[src/hw/wdt_defs.svh]
// Purpose: Offsets, fields, reset values and timing of the watchdog
// Assumes: APB byte addressing, one 32-bit word per register
// Notes: Definitions only
`ifndef WDT_DEFS_SVH
`define WDT_DEFS_SVH
`define WDT_IDX_UNITS 8'h52
`define WDT_IDX_VALUE 8'h53
`define WDT_IDX_CFG 8'h54
`define WDT_IDX_CTRL 8'h55
`define WDT_IDX_IRQ_STAT 8'h60
`define WDT_IDX_IRQ_MASK 8'h61
`define WDT_ADDR_W 12
`define WDT_UNITS_BIT 7
`define WDT_CONF_GAME_BIT 0
`define WDT_CONF_KBD_BIT 1
`define WDT_CONF_MOUSE_BIT 2
`define WDT_CONF_MAP_HI 7
`define WDT_CONF_MAP_LO 4
`define WDT_CONF_WMASK 8'hF7
`define WDT_CSR_STAT_BIT 0
`define WDT_CSR_FORCE_BIT 2
`define WDT_CSR_LINE_BIT 3
`define WDT_CSR_RMASK 8'h09
`define WDT_RESET_BYTE 8'h00
`define WDT_MAP_INVALID 4'h2
`define WDT_MAP_OFF 4'h0
`define WDT_CLK_HZ 200000000
`define WDT_SEC_PER_MIN 60
`define WDT_CYC_PER_SEC (`WDT_CLK_HZ / 1)
`endif

[src/hw/wdt_pkg.sv]
// Purpose: Types shared by the watchdog files
// Assumes: Used with wdt_defs.svh
// Notes: Types only
package wdt_pkg;
   typedef struct packed {
      logic game_access;
      logic kbd_irq;
      logic mouse_irq;
   } wdt_restart_t;
   typedef struct packed {
      logic [3:0] route;
      logic fired;
   } wdt_irq_route_t;
   typedef enum logic [1:0] {
      WDT_ST_IDLE,
      WDT_ST_RUN,
      WDT_ST_EXPIRED
   } wdt_state_t;
endpackage

[src/hw/wdt_tick_gen.sv]
// Purpose: Second and minute tick enables from the system clock
// Assumes: One clock; restart aligns the prescaler
// Notes: Ticks are one-cycle pulses
`timescale 1ns/1ps
module wdt_tick_gen #(
   parameter int unsigned CYC_PER_SEC = 200000000,
   parameter int unsigned SEC_PER_MIN = 60
) (
   // Clock and reset
   input wire logic clk,
   input wire logic srst,
   // Control
   input wire logic restart,
   input wire logic use_seconds,
   // Tick
   output logic unit_tick
);
   localparam int CW = $clog2(CYC_PER_SEC + 1);
   localparam int MW = $clog2(SEC_PER_MIN + 1);
   logic [CW-1:0] cyc_reg;
   logic [MW-1:0] sec_reg;
   logic sec_tick;

   // Refuse dividers that the prescalers cannot serve
   if (CYC_PER_SEC < 2 || SEC_PER_MIN < 1) begin : g_bad_param
      $error("wdt_tick_gen: bad divider parameters");
   end

   // ==================================================
   // Second prescaler
   assign sec_tick = (cyc_reg == CW'(CYC_PER_SEC - 1));
   always_ff @(posedge clk) begin
      if (srst || restart || sec_tick) begin
         cyc_reg <= '0;
      end else begin
         cyc_reg <= cyc_reg + CW'(1);
      end
   end

   // ==================================================
   // Minute prescaler
   always_ff @(posedge clk) begin
      if (srst || restart) begin
         sec_reg <= '0;
      end else if (sec_tick) begin
         if (sec_reg == MW'(SEC_PER_MIN - 1)) begin
            sec_reg <= '0;
         end else begin
            sec_reg <= sec_reg + MW'(1);
         end
      end
   end

   always_ff @(posedge clk) begin
      if (srst || restart) begin
         unit_tick <= 1'b0;
      end else begin
         unit_tick <= sec_tick &&
            (use_seconds || sec_reg == MW'(SEC_PER_MIN - 1));
      end
   end
endmodule

[src/hw/wdt_top.sv]
// Purpose: Watchdog timer with APB register access
// Assumes: Event inputs synchronous to clk, one-cycle or level
// Notes: Keyboard force line is edge detected
`timescale 1ns/1ps
`include "wdt_defs.svh"
module wdt_top #(
   parameter int unsigned CYC_PER_SEC = `WDT_CYC_PER_SEC,
   parameter int unsigned SEC_PER_MIN = `WDT_SEC_PER_MIN
) (
   // Clock and reset
   input wire logic clk,
   input wire logic srst,
   // APB slave
   input wire logic psel,
   input wire logic penable,
   input wire logic pwrite,
   input wire logic [`WDT_ADDR_W-1:0] paddr,
   input wire logic [31:0] pwdata,
   input wire logic [3:0] pstrb,
   output logic [31:0] prdata,
   output logic pready,
   output logic pslverr,
   // Restart and force events
   input wire wdt_pkg::wdt_restart_t restart_evt,
   input wire logic keyboard_controller_force_line,
   // Interrupts
   output wdt_pkg::wdt_irq_route_t irq_route,
   output logic irq
);
   import wdt_pkg::*;

   logic [7:0] units_select_register;
   logic [7:0] timeout_value_register;
   logic [7:0] configuration_register;
   logic [7:0] control_status_register;
   logic [1:0] irq_stat_reg;
   logic [1:0] irq_mask_reg;
   logic [7:0] count_reg;
   logic line_prev_reg;
   wdt_state_t state_reg;
   logic wr_en;
   logic rd_en;
   logic mapped;
   logic restart;
   logic line_edge;
   logic force_evt;
   logic expire;
   logic timeout_evt;
   logic status_clr;
   logic unit_tick;
   logic [7:0] wbyte;

   // Refuse dividers that the tick logic cannot serve
   if (CYC_PER_SEC < 2 || SEC_PER_MIN < 1) begin : g_bad_param
      $error("wdt_top: bad divider parameters");
   end

   // Word index from byte address
   function automatic logic [7:0] word_idx(input logic [`WDT_ADDR_W-1:0] a);
      word_idx = a[9:2];
   endfunction

   function automatic logic hit(input logic [`WDT_ADDR_W-1:0] a,
                                input logic [7:0] idx);
      hit = (a[1:0] == 2'h0) && (a[`WDT_ADDR_W-1:10] == 2'h0) &&
            (word_idx(a) == idx);
   endfunction

   // ==================================================
   // APB decode
   assign wr_en = psel && penable && pwrite && pready;
   assign rd_en = psel && penable && !pwrite && pready;
   assign wbyte = pwdata[7:0];
   assign mapped = hit(paddr, `WDT_IDX_UNITS) ||
      hit(paddr, `WDT_IDX_VALUE) || hit(paddr, `WDT_IDX_CFG) ||
      hit(paddr, `WDT_IDX_CTRL) || hit(paddr, `WDT_IDX_IRQ_STAT) ||
      hit(paddr, `WDT_IDX_IRQ_MASK);

   always_ff @(posedge clk) begin
      if (srst) begin
         pready <= 1'b0;
      end else begin
         pready <= psel && !penable;
      end
   end

   always_ff @(posedge clk) begin
      if (srst) begin
         pslverr <= 1'b0;
      end else begin
         pslverr <= psel && !penable && !mapped;
      end
   end

   always_ff @(posedge clk) begin
      if (srst) begin
         prdata <= 32'h0000_0000;
      end else if (psel && !penable && !pwrite) begin
         prdata <= 32'h0000_0000;
         if (hit(paddr, `WDT_IDX_UNITS)) begin
            prdata[7:0] <= units_select_register;
         end else if (hit(paddr, `WDT_IDX_VALUE)) begin
            prdata[7:0] <= timeout_value_register;
         end else if (hit(paddr, `WDT_IDX_CFG)) begin
            prdata[7:0] <= configuration_register;
         end else if (hit(paddr, `WDT_IDX_CTRL)) begin
            prdata[7:0] <= control_status_register & `WDT_CSR_RMASK;
         end else if (hit(paddr, `WDT_IDX_IRQ_STAT)) begin
            prdata[1:0] <= irq_stat_reg;
         end else if (hit(paddr, `WDT_IDX_IRQ_MASK)) begin
            prdata[1:0] <= irq_mask_reg;
         end
      end
   end

   // ==================================================
   // Registers
   always_ff @(posedge clk) begin
      if (srst) begin
         units_select_register <= `WDT_RESET_BYTE;
      end else if (wr_en && pstrb[0] && hit(paddr, `WDT_IDX_UNITS)) begin
         units_select_register <= `WDT_RESET_BYTE;
         units_select_register[`WDT_UNITS_BIT] <= wbyte[`WDT_UNITS_BIT];
      end
   end

   always_ff @(posedge clk) begin
      if (srst) begin
         timeout_value_register <= `WDT_RESET_BYTE;
      end else if (wr_en && pstrb[0] && hit(paddr, `WDT_IDX_VALUE)) begin
         timeout_value_register <= wbyte;
      end
   end

   always_ff @(posedge clk) begin
      if (srst) begin
         configuration_register <= `WDT_RESET_BYTE;
      end else if (wr_en && pstrb[0] && hit(paddr, `WDT_IDX_CFG)) begin
         configuration_register <= wbyte & `WDT_CONF_WMASK;
      end
   end

   // Force bit is a pulse, never stored; upper bits kept zero
   assign force_evt = (wr_en && pstrb[0] && hit(paddr, `WDT_IDX_CTRL) &&
      wbyte[`WDT_CSR_FORCE_BIT]) || line_edge;
   assign status_clr = wr_en && pstrb[0] && hit(paddr, `WDT_IDX_CTRL) &&
      !wbyte[`WDT_CSR_STAT_BIT];
   assign timeout_evt = expire || force_evt;

   always_ff @(posedge clk) begin
      if (srst) begin
         control_status_register <= `WDT_RESET_BYTE;
      end else begin
         if (wr_en && pstrb[0] && hit(paddr, `WDT_IDX_CTRL)) begin
            control_status_register[`WDT_CSR_LINE_BIT] <=
               wbyte[`WDT_CSR_LINE_BIT];
         end
         // Set wins over clear
         if (timeout_evt) begin
            control_status_register[`WDT_CSR_STAT_BIT] <= 1'b1;
         end else if (status_clr) begin
            control_status_register[`WDT_CSR_STAT_BIT] <= 1'b0;
         end else if (wr_en && pstrb[0] && hit(paddr, `WDT_IDX_CTRL)) begin
            control_status_register[`WDT_CSR_STAT_BIT] <= 1'b1;
         end
      end
   end

   // ==================================================
   // Keyboard line edge detector
   always_ff @(posedge clk) begin
      if (srst) begin
         line_prev_reg <= 1'b0;
      end else begin
         line_prev_reg <= keyboard_controller_force_line;
      end
   end
   assign line_edge = keyboard_controller_force_line && !line_prev_reg &&
      control_status_register[`WDT_CSR_LINE_BIT];

   // ==================================================
   // Restart sources
   assign restart =
      (restart_evt.game_access &&
       configuration_register[`WDT_CONF_GAME_BIT]) ||
      (restart_evt.kbd_irq &&
       configuration_register[`WDT_CONF_KBD_BIT]) ||
      (restart_evt.mouse_irq &&
       configuration_register[`WDT_CONF_MOUSE_BIT]) ||
      (wr_en && pstrb[0] && hit(paddr, `WDT_IDX_VALUE));

   wdt_tick_gen #(
      .CYC_PER_SEC(CYC_PER_SEC),
      .SEC_PER_MIN(SEC_PER_MIN)
   ) u_tick (
      .clk(clk),
      .srst(srst),
      .restart(restart),
      .use_seconds(units_select_register[`WDT_UNITS_BIT]),
      .unit_tick(unit_tick)
   );

   // ==================================================
   // Down counter
   assign expire = (state_reg == WDT_ST_RUN) && unit_tick &&
      (count_reg == 8'h01);

   always_ff @(posedge clk) begin
      if (srst) begin
         count_reg <= 8'h00;
      end else if (restart) begin
         count_reg <= (wr_en && pstrb[0] && hit(paddr, `WDT_IDX_VALUE)) ?
            wbyte : timeout_value_register;
      end else if (state_reg == WDT_ST_RUN && unit_tick) begin
         count_reg <= count_reg - 8'h01;
      end
   end

   always_ff @(posedge clk) begin
      if (srst) begin
         state_reg <= WDT_ST_IDLE;
      end else begin
         case (state_reg)
            WDT_ST_IDLE: begin
               if (restart && count_next_nonzero()) begin
                  state_reg <= WDT_ST_RUN;
               end
            end
            WDT_ST_RUN: begin
               if (restart && !count_next_nonzero()) begin
                  state_reg <= WDT_ST_IDLE;
               end else if (expire) begin
                  state_reg <= WDT_ST_EXPIRED;
               end
            end
            WDT_ST_EXPIRED: begin
               if (restart && count_next_nonzero()) begin
                  state_reg <= WDT_ST_RUN;
               end
            end
            default: state_reg <= WDT_ST_IDLE;
         endcase
      end
   end

   function automatic logic count_next_nonzero();
      count_next_nonzero = (wr_en && pstrb[0] &&
         hit(paddr, `WDT_IDX_VALUE)) ?
         (wbyte != 8'h00) : (timeout_value_register != 8'h00);
   endfunction

   // ==================================================
   // Interrupt routing and local interrupt
   always_ff @(posedge clk) begin
      if (srst) begin
         irq_route <= '0;
      end else begin
         irq_route.route <= configuration_register[`WDT_CONF_MAP_HI:
                                                   `WDT_CONF_MAP_LO];
         irq_route.fired <= (timeout_evt ||
            (control_status_register[`WDT_CSR_STAT_BIT] && !status_clr)) &&
            configuration_register[`WDT_CONF_MAP_HI:`WDT_CONF_MAP_LO] !=
               `WDT_MAP_OFF &&
            configuration_register[`WDT_CONF_MAP_HI:`WDT_CONF_MAP_LO] !=
               `WDT_MAP_INVALID;
      end
   end

   // Bit 0 timeout, bit 1 restart; read clears, set wins
   always_ff @(posedge clk) begin
      if (srst) begin
         irq_stat_reg <= 2'h0;
      end else begin
         if (rd_en && hit(paddr, `WDT_IDX_IRQ_STAT)) begin
            irq_stat_reg <= {restart, timeout_evt};
         end else begin
            irq_stat_reg <= irq_stat_reg | {restart, timeout_evt};
         end
      end
   end

   always_ff @(posedge clk) begin
      if (srst) begin
         irq_mask_reg <= 2'h0;
      end else if (wr_en && pstrb[0] && hit(paddr, `WDT_IDX_IRQ_MASK)) begin
         irq_mask_reg <= wbyte[1:0];
      end
   end

   always_ff @(posedge clk) begin
      if (srst) begin
         irq <= 1'b0;
      end else begin
         irq <= |((irq_stat_reg | {restart, timeout_evt}) & irq_mask_reg &
            ~{2{rd_en && hit(paddr, `WDT_IDX_IRQ_STAT)}}) ||
            |({restart, timeout_evt} & irq_mask_reg);
      end
   end
endmodule

[config.mk]
export PLATFORM = sky130hd
export DESIGN_NAME = wdt_top
export DESIGN_NICKNAME = d
export VERILOG_FILES = /design/src/hw/wdt_pkg.sv /design/src/hw/wdt_tick_gen.sv /design/src/hw/wdt_top.sv
export VERILOG_INCLUDE_DIRS = /design/src /design/src/hw
export SDC_FILE = /design/constraint.sdc
export NUM_CORES = 1
export LEC_CHECK = 0
export BUFFER_PORTS_ARGS = -buffer_cell sky130_fd_sc_hd__buf_2
export CELL_PAD_IN_SITES_DETAIL_PLACEMENT = 0
export CELL_PAD_IN_SITES_GLOBAL_PLACEMENT = 1
export CORE_AREA = 2 2 103 144
export DETAILED_ROUTE_END_ITERATION = 8
export DIE_AREA = 0 0 105 146
export PLACE_DENSITY_LB_ADDON = 0.1
export SYNTH_ARGS = -nofsm -noshare
export SYNTH_HDL_FRONTEND = slang
export SYNTH_SLANG_ARGS = --single-unit
[constraint.sdc]
create_clock -name clk -period 2.8 [get_ports clk]
set_input_delay 0 -clock clk [delete_from_list [all_inputs] [get_ports clk]]
set_output_delay 0 -clock clk [all_outputs]
set_load 0.005 [all_outputs]
After elaboration in Yosys (flattened, before gate mapping):

Index checks and enable logic that the tools add are counted.
Widths: inputs -> output; s select.

* latch bits: 0
* memory bits (read-only): 0
* RAM bits: 0
* bits in registers: 84
* logic and storage cells: 132
* memories kept: 0
* input bits: 57

* magnitude comparators: 0
* multiplexer cells: 20
* divide/modulo/power cells: 0
* $mul: 0
* shift-type cells: 0
* eq/ne operators: 14
* bitwise logic cells: 5
* add/sub/neg operators: 3
* reduce and logical (&&, ||, !) cells: 71

Operators by type and width (number)
* $eq 8x7->1 const B: 6
* $mux 8: 6
* $logic_and 1x1->1: 37
* $add 28x1->28 const B: 1
* $eq 28x28->1 const B: 1
* $mux 2: 8
* $reduce_bool 8->1: 2
* $logic_or 1x1->1: 15
* $eq 8x1->1 const B: 1
* $sub 8x1->8 const B: 1
* $logic_not 1->1: 7
* $add 6x1->6 const B: 1
* $and 2x2->2: 3
* $eq 6x6->1 const B: 1
* $logic_not 2->1: 3
* $mux 6: 1
* $reduce_or 2->1: 3
* $mux 1: 4
* $ne 4x2->1 const B: 1
* $pmux 2 s2: 1
* $reduce_bool 4->1: 1
* $ne 3x2->1 const B: 1
* $reduce_bool 3->1: 1
* $eq 2x1->1 const B: 1
* other kinds (6): 6

Longest topological paths before layout:

* depth after elaboration: 13
* mapped depth: 8

Cells and area by module:

A second synthesis with hierarchy kept.

* cells, all modules: 501
* area total of the unflattened synthesis: 4280.4 um^2

Modules (own cells, without submodules)
* wdt_top: area each 2493.6 um^2, times used 1, sequential area each 980.9 um^2, cells each 292
* wdt_tick_gen: area each 1786.7 um^2, times used 1, sequential area each 700.7 um^2, cells each 209

Worst setup path after synthesis:

Ideal clock, no wire load.

* path kind: flip-flop to flip-flop
* start point: reg u_tick.cyc_reg[0]
* end point: reg u_tick.sec_reg[3]
* path buffers: 2
* data required time: 2.728 ns
* stages on the path, launching flop included: 9
* library setup time: 0.072 ns
* slack: 0.763 ns
* arrival time: 1.965 ns
* clock period less this slack: 2.037 ns
* cells stage by stage: dfxtp_1 ha_1 nand2_1 or2_0 buf_2 or4_1 buf_2 or3_1 a21oi_1

* word-level cells in the longest chain between the ends: 1

RTL lines
* start, declared: RTL line wdt_tick_gen.sv:20 `logic [CW-1:0] cyc_reg;`
* start signal, assigned: RTL line wdt_tick_gen.sv:36 `cyc_reg <= cyc_reg + CW'(1);`
* $eq 28x28->1: RTL line wdt_tick_gen.sv:31 `assign sec_tick = (cyc_reg == CW'(CYC_PER_SEC - 1));`
* end signal, assigned: RTL line wdt_tick_gen.sv:49 `sec_reg <= sec_reg + MW'(1);`
* end, declared: RTL line wdt_tick_gen.sv:21 `logic [MW-1:0] sec_reg;`

No other way between the ends.
A chain may end at the register's enable or synchronous reset.

Worst setup path in the final report:

* start point: reg u_tick.cyc_reg[0]
* end point: reg u_tick.sec_reg[5]

Same word-level chain as after synthesis.

==> summary.md <==
| Metric | Value |
|---|---|
| Placer Congestion | `0.786` |
| Tcrit/Tclk final | `81.1%` |
| Count of hold-fix buffers inserted at cts | `11` |
| Crit path cell chain | `ha_1 -> nand2_1 -> or2_0 -> or4_1 -> or3_1 -> a21oi_1` |
| VDD IR max | `0.000245 V` |
| Cell Area, Synth | `4140 sq um` |
| Max reg flops | `28` |
| Vias in the first global route | `3409` |
| Die ar. | `15300 sq um` |
| H-tree depth | `3` |
| Clock-pin slew on the worst setup and hold paths | `roughly 0.07 ns` |
| Cells after Synth | `489` |
| Root Buffer | `clkbuf_16` |
| Ys flop type | `dfxtp_1` |
| # fillers | `around 1600` |
| Skew-Pair Late Insertion Delay | `0.34 ns` |
| Area of the core | `13900 sq um` |
| Pleak | `between 1.5 and 2 nW` |
| Worst path arrival time | `about 2.5 ns` |
| RSZ-0062 raised after global routing | `false` |
| Synth Warn # | `0` |
| Wire per inst | `roughly 15 um` |
| Port Buffer Count | `45` |
| Area grow syn2layout | `17.7%` |
| Overall Power | `2.54 mW` |
| Seq/Total Area, Yosys | `around two fifths` |
| Initial antenna violation count | `0` |
| Fin. Hold Viols | `0` |
| Crit path launch type | `register` |
| CTS tree | `built` |
| Starting Density | `29.7%` |
| Fin. max-slew vios | `0` |
| Post-Route WL | `11100 um` |
| Pwr Density | `about 520 nW/um^2` |
| #FFs+latches synth | `84` |
| CP Max Fanout | `9` |
| Post-route ant nets | `0` |
| Share of cells above drive strength 1 | `between 10 and 15%` |
| Number of synthesized flops with an enable pin | `0` |
| CP max-delay cell | `or4_1` |
| Final setup viols | `0` |
| Worst Clk Skew | `0.00753 ns` |
| Bufs and invs on worst path | `0` |
| CTS sink count | `84` |
| First-iteration detailed-routing DRC count | `115` |
| Max Clock Freq | `440 MHz` |
| Ys async rst share | `0%` |
| Worst Path Required | `approximately 3 ns` |
| Max stage delay on crit path | `0.61 ns` |
| Hold/Removal Path Class | `in2reg` |
| Global-route wire length before repair | `~18000 um` |
| Layout Nets | `604` |
| Post-route minimum period | `approximately 2.3 ns` |
| Max_slew headroom | `48.6%` |
| GRT Overall Usage | `14.5%` |
| Via count | `3482` |
| # IOs | `97` |
| Area taken by multi-input logic gates | `approximately 2200 sq um` |
| FP Rows | `51` |
| Crit path max-delay family | `simple AND/OR/NAND/NOR gates` |
| Resized Gates After CTS | `0` |
| Clock buffer depth | `2` |
| Antenna cells | `0` |
| First drt pass iteration count | `4` |
| Total CTS buffers | `9` |
| CP Capture Type | `register` |
| Syn Area/Cell | `8.46 sq um` |
| Pin count of the biggest net entering global routing | `46` |
| WS Path Type | `reg2reg` |
| Post-CTS Setup Bufs | `0` |
| DP Wirelength | `around 8300 um` |
| Worst-margin pin slew | `0.765 ns` |
| Final setup TNS | `0 ns` |
| MaxCap Viol Count | `0` |
| Netlist cell types | `57` |
| Status | `completed` |
| Total congestion overflow | `0` |
| Height of the die | `146 um` |
| DIE WIDTH | `~110 um` |
| Register area | `1680 sq um` |
| Drc violations | `0` |
| Vias per cell | `around 4.8` |
[worst paths after layout]
check	cells past startpoint	to	start	slack, ns
worst max register to register	6	u_tick.sec_reg[5]	u_tick.cyc_reg[0]	0.53
worst min register to register	2	prdata[3]	prdata[3]	0.45
worst min-delay path	4	prdata[7]	pwrite	0.08
worst max-delay path	6	u_tick.sec_reg[5]	u_tick.cyc_reg[0]	0.53
[final cells by class]
class                           count  share of cell area, %
Multi-Input combinational cell    378                   46.2
Clock buffer                        9                   4.63
Clock inverter                      7                   1.52
Timing Repair Buffer               61                   7.66
Inverter                            9                  0.694
Sequential cell                    84                   34.6
Tap cell                          185                   4.76
[cells in the final DEF (no fill, tap or decap), types with 13 or more instances in the layout]
cell     instances
dfxtp_1         84
nor2_1          61
nand2_1         54
buf_2           45
a21oi_1         26
conb_1          24
xor2_1          21
nand3_1         18
o21ai_0         17
mux2i_1         16
nor3_1          15
nand4_1         13
[per-stage QoR]
stage               setup WS (ns)  utilization [%]  hold WS, ns  area [sq um]  instances
floorplan                   0.763                -        0.128          4220        512
global placement            0.454             32.0        0.245          4460        706
detailed placement          0.467             32.0        0.245          4460        706
CTS                         0.460             35.0       0.0856          4870        733
global route                0.252             35.0        0.117          4870        733
finish                      0.529             35.0       0.0841          4870        733
[per-layer routing]
metal  share of wire (%)  routed length [um]  global-route usage [%]
met5                   0                   0                       0
met4                 1.5                 161                    4.80
met3                 2.8                 311                    2.51
met2                  55                6060                    28.1
met1                  41                4540                    15.6
[worst min-delay path, stage by stage]
cell and delay (ns):
buf_2 0.11, nor2_1 0.11, nor2_1 0.11, nor3_1 0.05
[kinds of logic after synthesis]
logic type               Yosys count  synth area share, %
multiplexers                      19                 4.69
AND/OR/NAND/NOR                  228                 28.6
adder cells (fa/ha/maj)            4                 1.21
buffers and inverters             50                 7.08
XOR/XNOR                          31                 6.56
flip-flops                        84                 40.7
other                              1               0.0907
AO/OA/AOI/OAI                     72                 11.2
[cell usage after synthesis, drive strengths merged, types with 4 or more instances]
library cell | n | area (sq um)
or4 | 5 | 37.5
clkbuf | 9 | 33.8
mux2i | 16 | 160
nor2 | 61 | 229
a211o | 4 | 35.0
dfxtp | 84 | 1680
nand2 | 54 | 203
nor4 | 9 | 68.8
nand4 | 13 | 81.3
a22oi | 4 | 30.0
or3 | 9 | 56.3
nor3 | 16 | 85.1
nand3 | 19 | 100
xor2 | 21 | 184
and3 | 6 | 37.5
o21ai | 17 | 85.1
buf | 32 | 225
a21oi | 26 | 130
or2 | 5 | 31.3
inv | 9 | 33.8
xnor2 | 10 | 87.6
ha | 4 | 50.1
nor2b | 10 | 62.6
[where the power goes]
part | switching (mW) | leakage, nW | total, mW | internal [mW]
Clock | 0.523 | 0.146 | 1.22 | 0.696
Combinational | 0.0700 | 1.00 | 0.113 | 0.0427
Sequential | 0.00415 | 0.678 | 1.20 | 1.20
Power figures use the tool's default switching activity.
